<file path="src/core/tpu_pkg.sv">
// package: register map, field positions, reset values, prescaler constants
package tpu_pkg;
  localparam logic [11:0] ADDR_CONTROL  = 12'h000;
  localparam logic [11:0] ADDR_RUN      = 12'h004;
  localparam logic [11:0] ADDR_RESTART  = 12'h008;
  localparam logic [11:0] ADDR_CYCLE    = 12'h00c;
  localparam logic [11:0] ADDR_COUNTER  = 12'h010;
  localparam logic [11:0] ADDR_CLKCFG   = 12'h014;
  localparam int CLKSEL_LSB     = 0;
  localparam int RUN_BIT        = 0;
  localparam int PRUN_BIT       = 1;
  localparam int RESTART_BIT    = 0;
  localparam int PRCK_LSB       = 0;
  localparam int DIV_WIDTH      = 9;
  localparam logic [2:0]  PRCK_MAX       = 3'h5;
  localparam logic [1:0]  CLKSEL_RESET   = 2'h0;
  localparam logic [2:0]  PRCK_RESET     = 3'h0;
  localparam logic [15:0] CYCLE_RESET    = 16'hffff;
  localparam logic [15:0] COUNTER_RESET  = 16'h0000;
  localparam logic [31:0] UNMAPPED_READ  = 32'h0000_0000;
endpackage

</file>
<file path="src/core/tpu_ctl_if.sv">
// interface: control signals between register file, prescaler and counter
`timescale 1ns/100ps
`default_nettype none
interface tpu_ctl_if;
  logic       prescaler_run;
  logic [2:0] base_select;
  logic [1:0] count_clock_select;
  logic       tick;
  logic       base_selected;
  modport regs (output prescaler_run, output base_select, output count_clock_select);
  modport pre  (input prescaler_run, input base_select, input count_clock_select,
                output tick, output base_selected);
  modport cnt  (input tick, input base_selected);
endinterface
`default_nettype wire

</file>
<file path="src/core/tpu_prescaler.sv">
// prescaler: free divider producing one-cycle tick on selected tap
`timescale 1ns/100ps
`default_nettype none
module tpu_prescaler
  import tpu_pkg::*;
(
  input  wire logic pclk,
  input  wire logic presetn,
  tpu_ctl_if.pre    ctl
);
  logic [DIV_WIDTH-1:0] div;
  logic [DIV_WIDTH-1:0] next_div;
  logic [3:0]           shift;

  // divider stops and clears when prescaler is off
  always_ff @(posedge pclk or negedge presetn)
  begin
    if (!presetn)
      div <= '0;
    else if (!ctl.prescaler_run)
      div <= '0;
    else
      div <= next_div;
  end
  assign next_div = div + {{(DIV_WIDTH-1){1'b0}}, 1'b1};

  // tap rate = fperiph / 2^(base_select + count_clock_select)
  always_comb
  begin
    shift = {1'b0, ctl.base_select} + {2'b00, ctl.count_clock_select};
  end

  function automatic logic tap_tick(input logic [DIV_WIDTH-1:0] d, input logic [3:0] s);
    logic [DIV_WIDTH-1:0] mask;
    mask = DIV_WIDTH'((1 << s) - 1);
    return (d & mask) == mask;
  endfunction

  assign ctl.tick          = ctl.prescaler_run && tap_tick(div, shift);
  assign ctl.base_selected = (ctl.count_clock_select == 2'h0);

  tick_period_a: assert property (@(posedge pclk) disable iff (!presetn)
    (ctl.prescaler_run && shift == 4'h1 && ctl.tick) |=> !ctl.tick ##1 (ctl.tick || !ctl.prescaler_run || shift != 4'h1))
    else $error("div2 tap period wrong");
  prescale_off_a: assert property (@(posedge pclk) disable iff (!presetn)
    !ctl.prescaler_run |-> !ctl.tick)
    else $error("tick while prescaler off");
endmodule
`default_nettype wire

</file>
<file path="src/core/tpu_top.sv">
// top: APB registers and 16-bit up-counter with cycle match clear
//
// Design decisions made here: the APB register port; the register addresses are set in tpu_pkg.
`timescale 1ns/100ps
`default_nettype none
module tpu_top
  import tpu_pkg::*;
(
  input  wire logic        pclk,
  input  wire logic        presetn,
  input  wire logic        psel,
  input  wire logic        penable,
  input  wire logic        pwrite,
  input  wire logic [11:0] paddr,
  input  wire logic [31:0] pwdata,
  output logic [31:0]      prdata,
  output logic             pready,
  output logic             pslverr,
  output logic [15:0]      up_counter_value,
  output logic             match_clear
);
  tpu_ctl_if ctl ();

  logic        counter_run_bit;
  logic        prescaler_run_bit;
  logic [1:0]  count_clock_select;
  logic [2:0]  base_select;
  logic [15:0] cycle_register;
  logic        restart_pulse;
  logic        match_pending;
  logic        wr;
  logic        rd;
  logic        mapped;
  logic [15:0] next_count;

  function automatic logic is_addr(input logic [11:0] a, input logic [11:0] ref_a);
    return a == ref_a;
  endfunction

  assign wr = psel && penable && pwrite;
  assign rd = psel && penable && !pwrite;
  assign mapped = is_addr(paddr, ADDR_CONTROL) || is_addr(paddr, ADDR_RUN) ||
                  is_addr(paddr, ADDR_RESTART) || is_addr(paddr, ADDR_CYCLE) ||
                  is_addr(paddr, ADDR_COUNTER) || is_addr(paddr, ADDR_CLKCFG);
  assign pready  = 1'b1;
  assign pslverr = psel && penable && !mapped;

  // control registers
  always_ff @(posedge pclk or negedge presetn)
  begin
    if (!presetn)
    begin
      counter_run_bit    <= 1'b0;
      prescaler_run_bit  <= 1'b0;
      count_clock_select <= CLKSEL_RESET;
      base_select        <= PRCK_RESET;
      cycle_register     <= CYCLE_RESET;
    end
    else if (wr)
    begin
      if (is_addr(paddr, ADDR_CONTROL))
        count_clock_select <= pwdata[CLKSEL_LSB +: 2];
      if (is_addr(paddr, ADDR_RUN))
      begin
        counter_run_bit   <= pwdata[RUN_BIT];
        prescaler_run_bit <= pwdata[PRUN_BIT];
      end
      if (is_addr(paddr, ADDR_CYCLE))
        cycle_register <= pwdata[15:0];
      if (is_addr(paddr, ADDR_CLKCFG) && pwdata[PRCK_LSB +: 3] <= PRCK_MAX)
        base_select <= pwdata[PRCK_LSB +: 3];
    end
  end

  // restart is a write-one pulse, reads back zero
  always_ff @(posedge pclk or negedge presetn)
  begin
    if (!presetn)
      restart_pulse <= 1'b0;
    else
      restart_pulse <= wr && is_addr(paddr, ADDR_RESTART) && pwdata[RESTART_BIT];
  end

  assign ctl.prescaler_run      = prescaler_run_bit;
  assign ctl.base_select        = base_select;
  assign ctl.count_clock_select = count_clock_select;

  tpu_prescaler u_prescaler (
    .pclk    (pclk),
    .presetn (presetn),
    .ctl     (ctl)
  );

  // read data
  always_ff @(posedge pclk or negedge presetn)
  begin
    if (!presetn)
      prdata <= UNMAPPED_READ;
    else if (psel && !penable && !pwrite)
    begin
      case (paddr)
        ADDR_CONTROL: prdata <= {30'h0000_0000, count_clock_select};
        ADDR_RUN:     prdata <= {30'h0000_0000, prescaler_run_bit, counter_run_bit};
        ADDR_CYCLE:   prdata <= {16'h0000, cycle_register};
        ADDR_COUNTER: prdata <= {16'h0000, up_counter_value};
        ADDR_CLKCFG:  prdata <= {29'h0000_0000, base_select};
        default:      prdata <= UNMAPPED_READ;
      endcase
    end
  end

  assign next_count = up_counter_value + 16'h0001;

  // counter: base tap needs match tick then clear tick
  always_ff @(posedge pclk or negedge presetn)
  begin
    if (!presetn)
    begin
      up_counter_value <= COUNTER_RESET;
      match_pending    <= 1'b0;
      match_clear      <= 1'b0;
    end
    else
    begin
      match_clear <= 1'b0;
      if (!counter_run_bit)
      begin
        up_counter_value <= COUNTER_RESET;
        match_pending    <= 1'b0;
      end
      else if (restart_pulse)
      begin
        up_counter_value <= COUNTER_RESET;
        match_pending    <= 1'b0;
      end
      else if (ctl.tick)
      begin
        if (ctl.base_selected)
        begin
          if (match_pending)
          begin
            up_counter_value <= COUNTER_RESET;
            match_pending    <= 1'b0;
            match_clear      <= 1'b1;
          end
          else if (up_counter_value == cycle_register)
            match_pending <= 1'b1;
          else
            up_counter_value <= next_count;
        end
        else if (up_counter_value == cycle_register)
        begin
          up_counter_value <= COUNTER_RESET;
          match_clear      <= 1'b1;
        end
        else
          up_counter_value <= next_count;
      end
    end
  end

  stop_clears_a: assert property (@(posedge pclk) disable iff (!presetn)
    !counter_run_bit |=> up_counter_value == 16'h0000)
    else $error("counter not cleared while stopped");
  count_step_a: assert property (@(posedge pclk) disable iff (!presetn)
    (counter_run_bit && !restart_pulse && ctl.tick && !ctl.base_selected &&
     up_counter_value != cycle_register) |=> up_counter_value == $past(up_counter_value) + 16'h0001)
    else $error("counter did not step");
  count_hold_a: assert property (@(posedge pclk) disable iff (!presetn)
    (counter_run_bit && !restart_pulse && !ctl.tick) |=> $stable(up_counter_value))
    else $error("counter moved without tick");
  restart_clear_a: assert property (@(posedge pclk) disable iff (!presetn)
    (counter_run_bit && restart_pulse) |=> up_counter_value == 16'h0000)
    else $error("restart did not clear");
  match_clears_a: assert property (@(posedge pclk) disable iff (!presetn)
    match_clear |-> up_counter_value == 16'h0000)
    else $error("match without clear");
  slow_match_a: assert property (@(posedge pclk) disable iff (!presetn)
    (counter_run_bit && !restart_pulse && ctl.tick && !ctl.base_selected &&
     up_counter_value == cycle_register) |=> match_clear)
    else $error("slow tap match missed");
  base_two_tick_a: assert property (@(posedge pclk) disable iff (!presetn)
    (counter_run_bit && !restart_pulse && ctl.tick && ctl.base_selected && !match_pending &&
     up_counter_value == cycle_register) |=> match_pending && !match_clear)
    else $error("base tap cleared too early");
  run_write_a: assert property (@(posedge pclk) disable iff (!presetn)
    (wr && is_addr(paddr, ADDR_RUN)) |=> counter_run_bit == $past(pwdata[RUN_BIT]))
    else $error("run bit not written");

  run_c: cover property (@(posedge pclk) disable iff (!presetn) counter_run_bit && ctl.tick);
  match_c: cover property (@(posedge pclk) disable iff (!presetn) match_clear && ctl.base_selected);
  restart_c: cover property (@(posedge pclk) disable iff (!presetn) restart_pulse && counter_run_bit);
endmodule
`default_nettype wire

</file>
<file path="config.mk">
export PLATFORM = sky130hd
export DESIGN_NAME = tpu_top
export DESIGN_NICKNAME = d
export VERILOG_FILES = /design/src/core/tpu_pkg.sv /design/src/core/tpu_ctl_if.sv /design/src/core/tpu_prescaler.sv /design/src/core/tpu_top.sv
export SDC_FILE = /design/constraint.sdc
export NUM_CORES = 1
export LEC_CHECK = 0
export BUFFER_PORTS_ARGS = -buffer_cell sky130_fd_sc_hd__buf_2
export CORE_MARGIN = 4
export CORE_UTILIZATION = 45
export DETAILED_ROUTE_END_ITERATION = 8
export PLACE_DENSITY = 0.69
export RECOVER_POWER = 50
export REMOVE_ABC_BUFFERS = 1
export SLEW_MARGIN = 25
export SYNTH_ARGS = -nofsm -noshare
export SYNTH_HDL_FRONTEND = slang
export SYNTH_HIERARCHICAL = 1
export SYNTH_SLANG_ARGS = --single-unit
</file>
<file path="constraint.sdc">
create_clock -name pclk -period 6.5 [get_ports pclk]
set_clock_uncertainty 0.1 [all_clocks]
set_input_delay 0.65 -clock pclk [delete_from_list [all_inputs] [get_ports pclk]]
set_output_delay 0.65 -clock pclk [all_outputs]
set_load 0.005 [all_outputs]
</file>
# --- Word level (Yosys, flattened, before mapping) ---
# Cells that the tools add are included.
classes:
  addsub: 4
  n_lt_le_gt_ge: 1
  n_eq_ne: 10
  shifts: 1
  muxes: 20
  n_bitwise: 1
  n_reduce_logical: 25
op_table:
  columns: ["operator", "n"]
  rows:
  - ["2-to-1 mux 16 bit", 7]
  - ["one-hot mux 16 bit (5 select lines)", 1]
  - ["equality test 12 x 4 -> 1 bit, second input constant", 2]
  - ["equality test 12 x 5 -> 1 bit, second input constant", 2]
  - ["adder 16 x 1 -> 16 bit, second input constant", 1]
  - ["equality test 16 bit", 1]
  - ["equality test 12 x 3 -> 1 bit, second input constant", 1]
  - ["logical NOT 12 bit", 1]
  - ["AND reduction 2 bit", 6]
  - ["2-to-1 mux 1 bit", 11]
  - ["adder 9 x 1 -> 9 bit, second input constant", 1]
  - ["bitwise AND 9 bit", 1]
  - ["equality test 9 bit", 1]
  - ["logical AND 1 bit", 9]
  - ["2-to-1 mux 9 bit", 1]
  - ["left shift 1 x 4 -> 9 bit, first input constant", 1]
  - ["subtractor 9 x 2 -> 9 bit, second input constant", 1]
  - ["inequality test 3 x 2 -> 1 bit, second input constant", 2]
  - ["logical OR 1 bit", 5]
  - ["inequality test 5 bit, second input constant", 1]
  - ["adder 3 x 2 -> 4 bit", 1]
  - ["less-or-equal comparator 3 bit, second input constant", 1]
  - ["logical NOT 1 bit", 3]
  - ["logical NOT 2 bit", 1]
totals:
  register_bits: 83
  input_bits: 49
  out_inout_bits: 51

# --- Depth between registers and ports, before layout ---
logic_depth:
  ltp_word: 9
  mapped_depth: 18

# --- Hierarchy ---
# Netlist, hierarchy kept.
modules_own_cells:
  columns: ["module", "instances", "cells_each", "area_each_um2", "seq_area_each_um2"]
  rows:
  - ["tpu_top", 1, 323, 3216.8, 1471.4]
  - ["tpu_prescaler", 1, 87, 772.0, 225.2]

# --- Least setup slack after synthesis ---
# OpenSTA, ideal clock, no wires.
synth_timing:
  kind: "reg-to-reg"
  start: "register count_clock_select[0]"
  end: "register up_counter_value[14]"
  setup_ps: 83
  arrival_ps: 3847
  slack_ps: 2470
  path_stages_with_launch: 19
  n_path_buf: 2
  period_less_slack_ps: 4030
  cell_sequence: "dfrtp_1 > ha_1 > inv_1 > fa_1 > nor2b_1 > a21o_1 > nand3_1 > ha_1 > clkbuf_1 > nor2_1 > mux2i_1 > o22a_1 > o221ai_2 > a2111oi_2 > nand3_1 > nor2_2 > buf_2 > nand4_1 > o22ai_1"
synth_via:
  elab_chain_cells: 8
  word_cells_on_any_way: 14
synth_lines:
  columns: ["item", "line_no", "source"]
  rows:
  - ["from (decl)", "tpu_top.sv:26", "logic [1:0] count_clock_select;"]
  - ["from (signal assigned)", "tpu_top.sv:62", "count_clock_select <= pwdata[CLKSEL_LSB +: 2];"]
  - ["adder 3 x 2 -> 4 bit (*)", "tpu_prescaler.sv:30", "shift = {1'b0, ctl.base_select} + {2'b00, ctl.count_clock_select};"]
  - ["left shift 1 x 4 -> 9 bit (*)", "tpu_prescaler.sv:35", "mask = DIV_WIDTH'((1 << s) - 1);"]
  - ["subtractor 9 x 2 -> 9 bit (*)", "tpu_prescaler.sv:35", null]
  - ["bitwise AND 9 bit", "tpu_prescaler.sv:36", "return (d & mask) == mask;"]
  - ["equality test 9 bit (*)", "tpu_prescaler.sv:36", null]
  - ["logical AND 1 bit (*)", "tpu_prescaler.sv:39", "assign ctl.tick = ctl.prescaler_run && tap_tick(div, shift);"]
  - ["via ctl.tick", "tpu_ctl_if.sv:8", "logic tick;"]
  - ["inequality test 3 x 2 -> 1 bit (no source line) (*)", null, null]
  - ["AND reduction 2 bit (no source line) (*)", null, null]
  - ["to (signal assigned)", "tpu_top.sv:149", "up_counter_value <= next_count;"]
  - ["to (signal assigned)", "tpu_top.sv:157", "up_counter_value <= next_count;"]
  - ["to (decl)", "tpu_top.sv:19", "output logic [15:0] up_counter_value,"]
# Mark *: on every way through the listed nets, which the timed path passes. The rest lies on a longest branch. The select of a mux whose other input is x is not followed.
# A chain may end at the register's enable or synchronous reset.

# --- Worst setup path after layout ---
layout_timing:
  start: "register base_select[0]"
  end: "register up_counter_value[12]"
layout_via:
  elab_chain_cells: 8
layout_lines:
  columns: ["item", "line_no", "source"]
  rows:
  - ["from (decl)", "tpu_top.sv:27", "logic [2:0] base_select;"]
  - ["from (signal assigned)", "tpu_top.sv:71", "base_select <= pwdata[PRCK_LSB +: 3];"]
  - ["adder 3 x 2 -> 4 bit (*)", "tpu_prescaler.sv:30", null]
  - ["left shift 1 x 4 -> 9 bit (*)", "tpu_prescaler.sv:35", null]
  - ["subtractor 9 x 2 -> 9 bit (*)", "tpu_prescaler.sv:35", null]
  - ["bitwise AND 9 bit", "tpu_prescaler.sv:36", null]
  - ["equality test 9 bit (*)", "tpu_prescaler.sv:36", null]
  - ["logical AND 1 bit (*)", "tpu_prescaler.sv:39", null]
  - ["via ctl.tick", "tpu_ctl_if.sv:8", null]
  - ["inequality test 3 x 2 -> 1 bit (no source line) (*)", null, null]
  - ["AND reduction 2 bit (no source line) (*)", null, null]
# Mark *: on every way through the listed nets, which the timed path passes. The rest lies on a longest branch.

==> metrics <==
reg2reg path depth=16; post-synthesis cell count=410; fmax=209 MHz; cell row count=34; cell count after placement=560; worst vdd rail ir drop=88.3 uV; number of synthesized flops with an enable pin=0; drt first-iter violations=213; H-Tree Level Count=3; count of cell types in the netlist=57; CTS tree=built; Remaining Overflow, GRT=0; crit path cell chain=ha_1 -> inv_1 -> fa_1 -> nor2b_1 -> a21o_1 -> nand3_1 -> ha_1 -> nor2_1 -> mux2i_1 -> o22a_1 -> o221ai_2 -> a2111oi_2 -> nand3_1 -> nor2_2 -> a41oi_1 -> a31oi_1; antenna violations before repair=0; Die Span Y=102 microns; Critical Path Sink Type=flop; Hold WS=375 ps; dpl cell area=0.00426 sq mm; R2R setup slack=1720 ps; largest net degree at the start of global routing=68; Clock transition at path regs=80 ps; Post-CTS Hold Buffers=0; remaining antenna violation count=0; r2r startpoint=base_select[0]; class of the worst hold path=reg2reg; share of post-route cells with drive strength above 1=26.1%; Synth Area per Inst=9.73 sq um; Synth Register Bits=67; synth warn=6; slew margin rel.=-142%; Period minus WS final=4780 ps; via count=3166; setup TNS=0 ps; slowest stage delay, CP=810 ps; crit-path max FO=14; DIE AREA=0.0104 sq mm; Startpoint Class=flop; measured slew at the worst slew-check pin=3630 ps; P_leak=2.09 nW; WHS Path Cells=2; Longest Clk Path Bufs=2; DP HPWL=6380 microns; pwr dens=177 mW/mm^2; status=finished, violations left; slowest stage cell, crit path=a2111oi_2; CP required=6660 ps; cts bufs inserted=9; Seq/Total Area, Yosys=42.5%; met2 Use GR=28.5%; Avg WL per Cell=15.6 microns; clk sinks=67; cts repair resizes=0; post-route cell area=0.00443 sq mm; ant diodes=0; initial core utilization=46.0%; max-slew violations=68; commonest non-fill, non-tap cell in the layout=buf_2; failing checks=max-capacitance violations, max-slew violations; Finish-stage setup viols=0; fin crit share=73.5%; drt total wl=8960 microns; Worst Setup SP=base_select[0]; Die Wd=102 microns; Vias per Instance=5.50; number of buffers added on ports=66; Mapped Area=0.00399 sq mm; # Post-CTS Setup Buffers=0; RePlAce Congestion=0.855; layer with the highest usage=met2; FF-to-FF End=up_counter_value[12]; WS Path Type=reg2reg; max-cap violation count=1; Critical Path AT=4940 ps; M3 GR Usage=4.98%; DRT Pass-1 Iters=5; Ports=100; clk_lat worst skew=350 ps; core region area=0.00868 sq mm; most frequent cells in the layout=65 x buf_2, 51 x dfrtp_1, 45 x nand2_1, 24 x nand3_1, 24 x o21ai_0; Post-synth top flop=dfrtp_1; post-layout worst setup margin=1720 ps; Post-synth ARST share=100%; final-report hold violation count=0; DRC errors left=0; CP Capture Point=up_counter_value[12]; clk root buf=clkbuf_8; Syn-to-layout area delta=11.1%; Final #Nets=518; vias in the first global route=2912; pre-CTS WS=1780 ps; fin cells=576; GRT Util Overall=17.9%; met1 Track Usage GR=23.7%; RSZ-0062 raised after global routing=no; first-pass GRT wire length=14600 microns
==> report_power, final <==
part,switching [mW],total (mW),internal [mW]
Sequential,0.000209,0.418,0.417
Clock,0.163,0.338,0.175
Combinational,0.0209,0.0305,0.00964
Total,0.185,0.786,0.602
==> metrics by stage <==
step                power (mW)  util, %
finish                   0.786     51.1
detailed placement       0.457     49.1
global placement         0.456     49.1
CTS                      0.794     51.2
floorplan                0.433        -
global route             0.819     51.1
==> logic make-up (layout without fill, tap and decap cells) <==
| logic type | Yosys count | count (layout) | synth area share [%] |
|---|---|---|---|
| flops | 67 | 67 | 42.5 |
| mux | 28 | 28 | 7.69 |
| fa+ha+maj | 6 | 6 | 2.07 |
| buf+inv | 51 | 94 | 7.65 |
| compound gates | 91 | 91 | 15.5 |
| xor+xnor | 22 | 22 | 4.83 |
| other cells | 2 | 17 | 0.188 |
| simple gates | 143 | 143 | 19.6 |
==> critical path, delay by kind of cell (launching register included) <==
kind | cells | cell delay, ps
AOI/OAI and AO/OA | 6 | 1680
adders and majority gates | 3 | 1000
buffers and inverters | 1 | 70
DFF | 1 | 410
muxes | 1 | 140
and+or+nand+nor | 5 | 1290
==> cells in the mapped netlist (all sizes together) (3+ instances only) <==
master,number,share of area [%]
and3,7,1.1
buf,35,6.1
ha,5,1.6
o31ai,3,0.91
dfrtp,51,32
clkbuf,6,0.56
and2,8,1.3
inv,10,0.94
and4,3,0.66
nand4,6,0.94
nor3,4,0.50
mux2i,7,1.8
or3,8,1.4
a22oi,13,2.4
dfstp,16,11
a31oi,5,0.78
a21boi,7,1.4
xnor2,4,0.88
o22a,3,0.66
nor2b,6,1.1
nor2,16,1.6
nor4,7,1.9
a21oi,17,2.5
o21ai,25,3.1
o22ai,12,1.9
nand3b,3,0.56
mux2,21,5.9
nand3,25,3.4
xor2,18,4.0
nand2,45,4.2
==> worst min path at each step <==
stage	start	endpoint	slack [ps]
finish	prdata[12]	prdata[12]	370
floorplan	presetn	base_select[0]	250
detailed placement	prdata[12]	prdata[12]	370
CTS	prdata[12]	prdata[12]	380
global route	prdata[2]	prdata[2]	400
global placement	prdata[8]	prdata[8]	360
==> sequential cells by signal, indices dropped and copies added, names as in the netlist <==
| signal | count |
|---|---|
| restart_pulse | 1 |
| prdata | 16 |
| match_pending | 1 |
| ctl.prescaler_run | 1 |
| u_prescaler/div | 9 |
| up_counter_value | 16 |
| count_clock_select | 2 |
| base_select | 3 |
| counter_run_bit | 1 |
| match_clear | 1 |
| cycle_register | 16 |
==> final cells by class <==
| type | instances | area (sq um) |
|---|---|---|
| Clock inverter | 6 | 57.6 |
| Multi-Input combinational cell | 307 | 2040 |
| Timing Repair Buffer | 68 | 340 |
| Sequential cell | 67 | 1700 |
| Clock buffer | 10 | 128 |
| Fill cell | 796 | 4250 |
| Tap cell | 108 | 135 |
| Inverter | 10 | 37.5 |
==> per-layer routing <==
layer  routed length, microns  up-vias
li1                         -     1536
met4                      126        0
met5                        0        -
met1                     4030     1538
met3                      475       11
met2                     4330       81
Power figures use the tool's default switching activity.
